`config.mk`:
```
export PLATFORM = sky130hd
export DESIGN_NAME = sdpwm_top
export DESIGN_NICKNAME = d
export VERILOG_FILES = /design/src/core/sdpwm_pkg.sv /design/src/core/sdpwm_chan.sv /design/src/core/sdpwm_top.sv
export VERILOG_INCLUDE_DIRS = /design/src /design/src/core
export SDC_FILE = /design/constraint.sdc
export NUM_CORES = 1
export LEC_CHECK = 0
export ABC_AREA = 1
export BUFFER_PORTS_ARGS = -buffer_cell sky130_fd_sc_hd__buf_2
export CAP_MARGIN = 15
export CORE_UTILIZATION = 36
export CTS_BUF_LIST = sky130_fd_sc_hd__clkbuf_16
export DETAILED_ROUTE_END_ITERATION = 10
export PLACE_DENSITY = 0.64
export SETUP_SLACK_MARGIN = 0.15
export SYNTH_ARGS = -nofsm -noshare
export SYNTH_HDL_FRONTEND = slang
export SYNTH_HIERARCHICAL = 1
export SYNTH_SLANG_ARGS = --single-unit
```
`constraint.sdc`:
```
create_clock -name clk -period 4.79 [get_ports clk]
set_input_delay 0.7185 -clock clk [delete_from_list [all_inputs] [get_ports clk]]
set_output_delay 0.7185 -clock clk [all_outputs]
set_load 0.02 [all_outputs]
```
`src/core/sdpwm_cfg.svh`:
```
// offsets, field positions, reset values and counts of the dual pwm drive
`ifndef SDPWM_CFG_SVH
`define SDPWM_CFG_SVH
// ****************************************
// register addresses (7-bit serial address)
// ****************************************
`define SDPWM_ADDR_CH1    7'h08
`define SDPWM_ADDR_CH2    7'h09
`define SDPWM_ADDR_CMD    7'h0A
// ****************************************
// drive register fields
// ****************************************
`define SDPWM_OP_HI       31
`define SDPWM_OP_LO       30
`define SDPWM_PER_HI      29
`define SDPWM_PER_LO      19
`define SDPWM_DUTY_HI     18
`define SDPWM_DUTY_LO     8
`define SDPWM_DRIVE_MASK  32'hFFFF_FF00
`define SDPWM_DRIVE_RST   32'h0000_0000
// ****************************************
// command word update-hold bits
// ****************************************
`define SDPWM_HOLD1_BIT   29
`define SDPWM_HOLD2_BIT   26
// ****************************************
// operation codes
// ****************************************
`define SDPWM_OP_OFF      2'h0
`define SDPWM_OP_FWD      2'h1
`define SDPWM_OP_REV      2'h2
`define SDPWM_OP_BRAKE    2'h3
// ****************************************
// base divider last count (ratio minus one)
// ****************************************
`define SDPWM_DIV_LAST_1  5'h00
`define SDPWM_DIV_LAST_2  5'h01
`define SDPWM_DIV_LAST_4  5'h03
`define SDPWM_DIV_LAST_20 5'h13
`define SDPWM_CNT_RST     11'h000
`endif

```
`src/core/sdpwm_pkg.sv`:
```
// types shared by the dual pwm drive modules
`include "sdpwm_cfg.svh"
package sdpwm_pkg;
  // motor operation code
  typedef enum logic [1:0] {
    OP_OFF   = `SDPWM_OP_OFF,
    OP_FWD   = `SDPWM_OP_FWD,
    OP_REV   = `SDPWM_OP_REV,
    OP_BRAKE = `SDPWM_OP_BRAKE
  } sdpwm_op_e;
  // decoded settings of one channel
  typedef struct packed {
    sdpwm_op_e   op;
    logic [10:0] period;
    logic [10:0] duty;
  } sdpwm_drive_s;
  // level and enable of the two outputs of one bridge
  typedef struct packed {
    logic first_lvl;
    logic first_oe;
    logic second_lvl;
    logic second_oe;
  } sdpwm_pair_s;
  // state of one channel generator
  typedef struct packed {
    logic [4:0]  div_cnt;
    logic [10:0] cnt;
    sdpwm_pair_s out;
  } sdpwm_chan_st_s;
  // state of the top level
  typedef struct packed {
    logic             ext_s1;
    logic             ext_s2;
    logic             ext_prev;
    logic [1:0]       isel_s1;
    logic [1:0]       isel_s2;
    logic [3:0]       pwm_s1;
    logic [3:0]       pwm_s2;
    logic [1:0]       hold;
    logic [1:0][31:0] drv;
    logic [1:0][31:0] act;
    logic [31:0]      rdata;
  } sdpwm_top_st_s;
endpackage : sdpwm_pkg

```
`src/core/sdpwm_chan.sv`:
```
// one pwm channel: base divider, period counter and bridge output decode
`include "sdpwm_cfg.svh"
module sdpwm_chan (
  input  wire logic                   clk,
  input  wire logic                   rst,
  input  wire logic                   ext_edge,
  input  wire logic [1:0]             div_sel,
  input  wire sdpwm_pkg::sdpwm_drive_s drive,
  input  wire logic                   spi_mode,
  input  wire logic                   brake_high,
  input  wire logic [1:0]             pin_pair,
  output sdpwm_pkg::sdpwm_pair_s      pair_out
);
  // ****************************************
  // helpers
  // ****************************************
  // last divider count for the selected base ratio
  function automatic logic [4:0] div_last(input logic [1:0] sel);
    unique case (sel)
      2'h0: div_last = `SDPWM_DIV_LAST_1;
      2'h1: div_last = `SDPWM_DIV_LAST_2;
      2'h2: div_last = `SDPWM_DIV_LAST_4;
      2'h3: div_last = `SDPWM_DIV_LAST_20;
    endcase
  endfunction : div_last

  // on phase: zero duty never, duty at or above period always
  function automatic logic on_phase(input logic [10:0] duty,
                                    input logic [10:0] period,
                                    input logic [10:0] cnt);
    if (duty == 11'h000)
      on_phase = 1'b0;                          // RQ9
    else if (duty >= period)
      on_phase = 1'b1;                          // RQ7 RQ8
    else
      on_phase = cnt < duty;                    // RQ6 RQ16
  endfunction : on_phase

  sdpwm_pkg::sdpwm_chan_st_s s_reg;             // registered state
  sdpwm_pkg::sdpwm_chan_st_s s_next;            // next state
  logic                      tick;              // base tick enable
  logic                      on_now;            // current on phase

  // base tick: every ratio-th edge of the external clock
  assign tick   = ext_edge && (s_reg.div_cnt >= div_last(div_sel)); // RQ4 RQ5
  assign on_now = on_phase(drive.duty, drive.period, s_reg.cnt);
  assign pair_out = s_reg.out;

  // ****************************************
  // next state
  // ****************************************
  always_comb begin
    s_next = s_reg;
    // divider counts external edges
    if (ext_edge) begin
      s_next.div_cnt = tick ? 5'h00 : 5'(s_reg.div_cnt + 5'h01); // RQ4
    end
    // period counter 0..period then wrap
    if (tick) begin
      if (s_reg.cnt >= drive.period)
        s_next.cnt = `SDPWM_CNT_RST;            // RQ3 RQ16
      else
        s_next.cnt = 11'(s_reg.cnt + 11'h001);  // RQ16
    end
    // output decode
    if (!spi_mode) begin
      // pin control: register settings do not apply
      s_next.out = '{pin_pair[0], 1'b1, pin_pair[1], 1'b1}; // RQ13
    end else begin
      unique case (drive.op)
        sdpwm_pkg::OP_OFF:   s_next.out = '0;                    // RQ1
        sdpwm_pkg::OP_FWD:   s_next.out = '{on_now, 1'b1,
                                            1'b0, 1'b1};          // RQ1
        sdpwm_pkg::OP_REV:   s_next.out = '{1'b0, 1'b1,
                                            on_now, 1'b1};        // RQ1
        sdpwm_pkg::OP_BRAKE: s_next.out = '{brake_high, 1'b1,
                                            brake_high, 1'b1};    // RQ2
      endcase
    end
  end

  // state register
  always_ff @(posedge clk or posedge rst) begin
    if (rst) begin
      s_reg <= '0;
    end else begin
      s_reg <= s_next;
    end
  end
endmodule : sdpwm_chan

```
`src/core/sdpwm_top.sv`:
```
// dual pwm drive: serial-addressed registers and two pwm channels
//
// Summary of operation
// RQ1: op code: off, forward, reverse, brake
// RQ2: brake side chosen by general setup bit
// RQ3: pwm rate is base tick over period+1
// RQ4: base tick is divided external clock
// RQ5: divider codes give 1, 2, 4, 20
// RQ6: duty equals duty count over period+1
// RQ7: duty equal to period gives full on
// RQ8: duty above period still full on
// RQ9: zero duty count never turns on
// RQ10: software keeps duty not above period
// RQ11: period bits 29:19, duty bits 18:8
// RQ12: channel one at 0x08, two at 0x09
// RQ13: settings apply only under serial control
// RQ14: 7-bit address, fields reset zero, read/write
// RQ15: hold bit defers writes until zero written
// RQ16: counter 0..period, on while below duty
`include "sdpwm_cfg.svh"
module sdpwm_top (
  input  wire logic             clk,
  input  wire logic             rst,
  input  wire logic             ser_wr,
  input  wire logic             ser_rd,
  input  wire logic [6:0]       ser_addr,
  input  wire logic [31:0]      ser_wdata,
  output logic [31:0]           ser_rdata,
  input  wire logic             ext_clk_pin,
  input  wire logic [1:0]       isel_pin,
  input  wire logic [3:0]       pwm_pin,
  input  wire logic [1:0][1:0]  base_div,
  input  wire logic [1:0]       brake_high,
  output sdpwm_pkg::sdpwm_pair_s bridge_output_ab,
  output sdpwm_pkg::sdpwm_pair_s bridge_output_cd
);
  // ****************************************
  // helpers
  // ****************************************
  // split a drive register into its fields
  function automatic sdpwm_pkg::sdpwm_drive_s to_drive(input logic [31:0] w);
    to_drive.op     = sdpwm_pkg::sdpwm_op_e'(w[`SDPWM_OP_HI:`SDPWM_OP_LO]);
    to_drive.period = w[`SDPWM_PER_HI:`SDPWM_PER_LO];   // RQ11
    to_drive.duty   = w[`SDPWM_DUTY_HI:`SDPWM_DUTY_LO]; // RQ11
  endfunction : to_drive

  sdpwm_pkg::sdpwm_top_st_s s_reg;          // registered state
  sdpwm_pkg::sdpwm_top_st_s s_next;         // next state
  sdpwm_pkg::sdpwm_pair_s   pair_out [2];   // channel outputs
  logic                     ext_edge;       // external clock rising edge

  // edge seen on the second synchroniser stage only
  assign ext_edge         = s_reg.ext_s2 && !s_reg.ext_prev;
  assign ser_rdata        = s_reg.rdata;
  assign bridge_output_ab = pair_out[0];
  assign bridge_output_cd = pair_out[1];

  // ****************************************
  // register file and synchronisers
  // ****************************************
  always_comb begin
    s_next = s_reg;
    // pins pass two flops before use
    s_next.ext_s1   = ext_clk_pin;
    s_next.ext_s2   = s_reg.ext_s1;
    s_next.ext_prev = s_reg.ext_s2;
    s_next.isel_s1  = isel_pin;
    s_next.isel_s2  = s_reg.isel_s1;
    s_next.pwm_s1   = pwm_pin;
    s_next.pwm_s2   = s_reg.pwm_s1;
    // writes at the 7-bit address
    if (ser_wr) begin
      case (ser_addr)                                       // RQ14
        `SDPWM_ADDR_CH1: begin
          s_next.drv[0] = ser_wdata & `SDPWM_DRIVE_MASK;     // RQ12
          if (!s_reg.hold[0]) begin
            s_next.act[0] = ser_wdata & `SDPWM_DRIVE_MASK;   // RQ15
          end
        end
        `SDPWM_ADDR_CH2: begin
          s_next.drv[1] = ser_wdata & `SDPWM_DRIVE_MASK;     // RQ12
          if (!s_reg.hold[1]) begin
            s_next.act[1] = ser_wdata & `SDPWM_DRIVE_MASK;   // RQ15
          end
        end
        `SDPWM_ADDR_CMD: begin
          // zero in a hold bit applies the written settings
          s_next.hold[0] = ser_wdata[`SDPWM_HOLD1_BIT];
          s_next.hold[1] = ser_wdata[`SDPWM_HOLD2_BIT];
          if (!ser_wdata[`SDPWM_HOLD1_BIT]) begin
            s_next.act[0] = s_reg.drv[0];                    // RQ15
          end
          if (!ser_wdata[`SDPWM_HOLD2_BIT]) begin
            s_next.act[1] = s_reg.drv[1];                    // RQ15
          end
        end
        default: begin
          // other addresses belong elsewhere
        end
      endcase
    end
    // reads return the written value with bits 7:0 cleared, zero elsewhere
    if (ser_rd) begin
      case (ser_addr)
        `SDPWM_ADDR_CH1: s_next.rdata = s_reg.drv[0];       // RQ14
        `SDPWM_ADDR_CH2: s_next.rdata = s_reg.drv[1];       // RQ14
        default:         s_next.rdata = 32'h0000_0000;
      endcase
    end
  end

  // state register, all fields reset to zero
  always_ff @(posedge clk or posedge rst) begin
    if (rst) begin
      s_reg <= '0;                                          // RQ14
    end else begin
      s_reg <= s_next;
    end
  end

  // ****************************************
  // channels
  // ****************************************
  // software keeps duty within period; above it the channel runs full on
  for (genvar i = 0; i < 2; i++) begin : g_chan
    sdpwm_chan u_chan (
      .clk        (clk),
      .rst        (rst),
      .ext_edge   (ext_edge),
      .div_sel    (base_div[i]),
      .drive      (to_drive(s_reg.act[i])),
      .spi_mode   (s_reg.isel_s2[i]),                       // RQ13
      .brake_high (brake_high[i]),                          // RQ2
      .pin_pair   (s_reg.pwm_s2[2*i+1 -: 2]),
      .pair_out   (pair_out[i])
    );
  end
endmodule : sdpwm_top

```
==> impl_metrics.py <==
metrics = {
    "place": {
        "placed_cells": 1736,
        "dp_hpwl_mm": 18.2,
        "port_buffers": 79,
        "gp_congestion": 0.869,
        "place_area_um2": 10800,
    },
    "worst_setup_path": {
        "crit_type": "in2reg",
        "startpoint_type": "input port",
        "crit_path_top_delay_cell": "nand2_2",
        "endpoint_kind": "flop",
        "cpMostUsedCell": "nand2_2",
        "reg2reg_from": "s_next[174]",
        "cp.required_ps": 5110,
        "crit_chain": "buf_2 > inv_1 > nand2_2 > nor2_8 > nand2_2 > inv_2 > nand2_2 > o21ai_0",
        "crit_fanout": 48,
        "crit_start": "ser_addr[5]",
        "arrival_ps": 2840,
        "max_stage_delay_ps": 690,
    },
    "cts": {
        "clock-sinks": 175,
        "ctsHtreeMaxLevel": 4,
        "path_clk_slew_ps": 70,
        "root_buffer": "clkbuf_16",
        "tritoncts": "yes",
        "cts-hold-fix-buffers": 0,
        "cts_made_buffers": 17,
        "cts_resized": 0,
        "postCtsSetupBuffers": 0,
        "insertion_delay_ps": 440,
        "clockBufferDepth": 2,
    },
    "power_and_ir_drop": {
        "p_seq_share_pct": 43.6,
        "intPower_uw": 2670,
        "leakage_uw": 0.00619,
        "p_sw_uw": 1290,
        "swShare_pct": 32.5,
        "power.share.clock_pct": 37.2,
        "combinationalPowerShare_pct": 19.2,
        "irDropWorstVdd_mv": 0.273,
        "powerDensity_nw_per_um2": 348,
    },
    "grt": {
        "grt.overflow.total": 0,
        "grt_max_degree": 100,
        "grt_pass1_wl_mm": 42.3,
        "grt.total_usage_pct": 17.5,
        "antenna_found_initial": 0,
        "grt_pass1_vias": 8374,
    },
    "yosys": {
        "synth_flop_cell": "dfrtp_1",
        "synth-seq-area-share_pct": 41.7,
        "yosys.area.top_type_share_pct": 41.7,
        "netlist_instances": 1357,
        "syn_area_um2": 10500,
        "synth_edf_count": 0,
        "synth.avg_cell_area_um2": 7.74,
        "synth_seq_cells": 175,
        "synthTopCellsByArea": "dfrtp_1, nand2_1, nand3_1, ha_1, inv_1",
        "synth.distinct_cells": 37,
        "synthArstFlopShare_pct": 100,
        "yosysMostFrequentCell": "nand2_1",
        "yosys-top-cells-count": "nand2_1, nand3_1, dfrtp_1, inv_1, ha_1",
        "yosysTopAreaCell": "dfrtp_1",
        "yosysWarnings": 6,
    },
    "layout": {
        "num-fill-cells": 2997,
        "fin_util_pct": 39.7,
        "layoutNonFillerInstCount": 1767,
        "drive_gt1_share_pct": 11.0,
        "fin_nets": 1501,
        "antenna_cells": 0,
        "area_growth_syn_to_layout_pct": 8.44,
        "final_cell_area_um2": 11400,
        "largest_reg_flops": 105,
    },
    "timing": {
        "max_slew_margin_pct": 30.8,
        "worst_pin_slew_ps": 1030,
        "finalCritPeriodShare_pct": 52.5,
        "slew_viol_final": 0,
        "timing.hold.ws_ps": 352,
        "hold_viol_final": 0,
        "fmax_mhz": 398,
        "rsz0062_at_grt": "no",
        "tns_ps": 0,
        "fin_crit_ps": 2510,
        "finClkSkew_ps": 18.2,
        "setup_viol": 0,
    },
    "die": {
        "die-height_um": 173,
        "coreArea_um2": 28700,
        "ioPinCount": 96,
        "die_x_um": 173,
        "num_rows": 62,
        "start_util_pct": 36.6,
        "die-area_um2": 29900,
    },
    "routing": {
        "drc_errors": 0,
        "ant_nets": 0,
        "drt-wirelength-per-cell_um": 14.2,
        "first_pass_iters": 5,
        "wl_mm": 25.1,
        "vias": 8700,
        "drt-initial-drc-count": 531,
        "via_per_inst": 4.92,
    },
    "worst_hold_path": {
        "worst_hold_path_type": "reg2reg",
        "hp-start": "s_next[175]",
    },
    "run": {
        "cap_violations": 0,
    },
    "outcome": {
        "status": "finished, final reports clean",
    },
}
[placed cells by master, fill, tap and decap left out, types with 5 or more instances in the layout]
cell type,instances
a21o_1,6
clkbuf_16,17
a21oi_1,30
o21ai_0,22
o21ai_2,8
nand2_2,11
xnor2_1,8
xor2_1,12
inv_2,5
ha_1,74
inv_6,6
buf_2,79
nand2_1,457
inv_1,126
o21ai_1,32
nand3b_1,10
nand4_1,8
nor3_1,6
conb_1,8
dfrtp_1,175
nor2_1,51
nand3_1,194
[area by class of cell]
type	count	area [um^2]	area share, %
multi-input cells	963	4990	43.8
repair buffers	82	418	3.67
clock inverters	14	195	1.71
flip-flops and latches	175	4380	38.5
inverters	132	500	4.40
well taps	384	480	4.22
clock buffers	17	425	3.74
[per-layer routing]
metal / global-route usage [%] / share of wire (%) / vias up
met4: 5.79 / 1.8 / 0
met2: 28.0 / 46 / 186
met1: 24.2 / 48 / 4155
met3: 2.64 / 3.7 / 20
li1: - / - / 4339
met5: 0 / 0 / -
[power groups by stage]
stage          sequential [uW]  clock, uW  combinational (uW)
6_report                  1730       1470                 761
5_1_grt                   1750       1560                 890
4_1_cts                   1730       1510                 771
3_5_place_dp              1750          0                 765
3_3_place_gp              1750          0                 739
2_1_floorplan             1720          0                 622
[path summary, 6_finish.rpt]
| kind | endpoint | slack, ps | depth (start not counted) |
|---|---|---|---|
| max | s_reg[122] | 2280 | 8 |
| min | s_next[174] | 350 | 0 |
| max reg2reg | g_chan[0].u_chan/s_reg[4] | 2650 | 6 |
| min reg2reg | s_next[174] | 350 | 0 |
| max in group asynchronous | ser_rdata[29] | 3230 | 3 |
| min in group asynchronous | g_chan[1].u_chan/s_reg[6] | 450 | 2 |
[worst max-delay path, delay by kind of cell]
kind	cells	cell delay (ps)
AOI/OAI and AO/OA	1	400
and+or+nand+nor	4	1120
buffers and inverters	3	560
[per-stage QoR]
step	setup WS (ps)	power, uW
2_1_floorplan	404	2340
3_3_place_gp	1890	2490
3_5_place_dp	1820	2520
4_1_cts	2270	4010
5_1_grt	2060	4200
6_report	2280	3960
[logic make-up (layout without fill, tap and decap cells)]
group,Yosys count,in the layout,synth area share [%]
AO/OA/AOI/OAI,104,104,5.55
XOR/XNOR,20,20,1.67
adder cells (fa/ha/maj),74,74,8.82
buffers and inverters,226,245,11.0
flip-flops,175,175,41.7
other,1,8,0.0357
AND/OR/NAND/NOR,757,757,31.2
(Power assumes the default switching activity.)
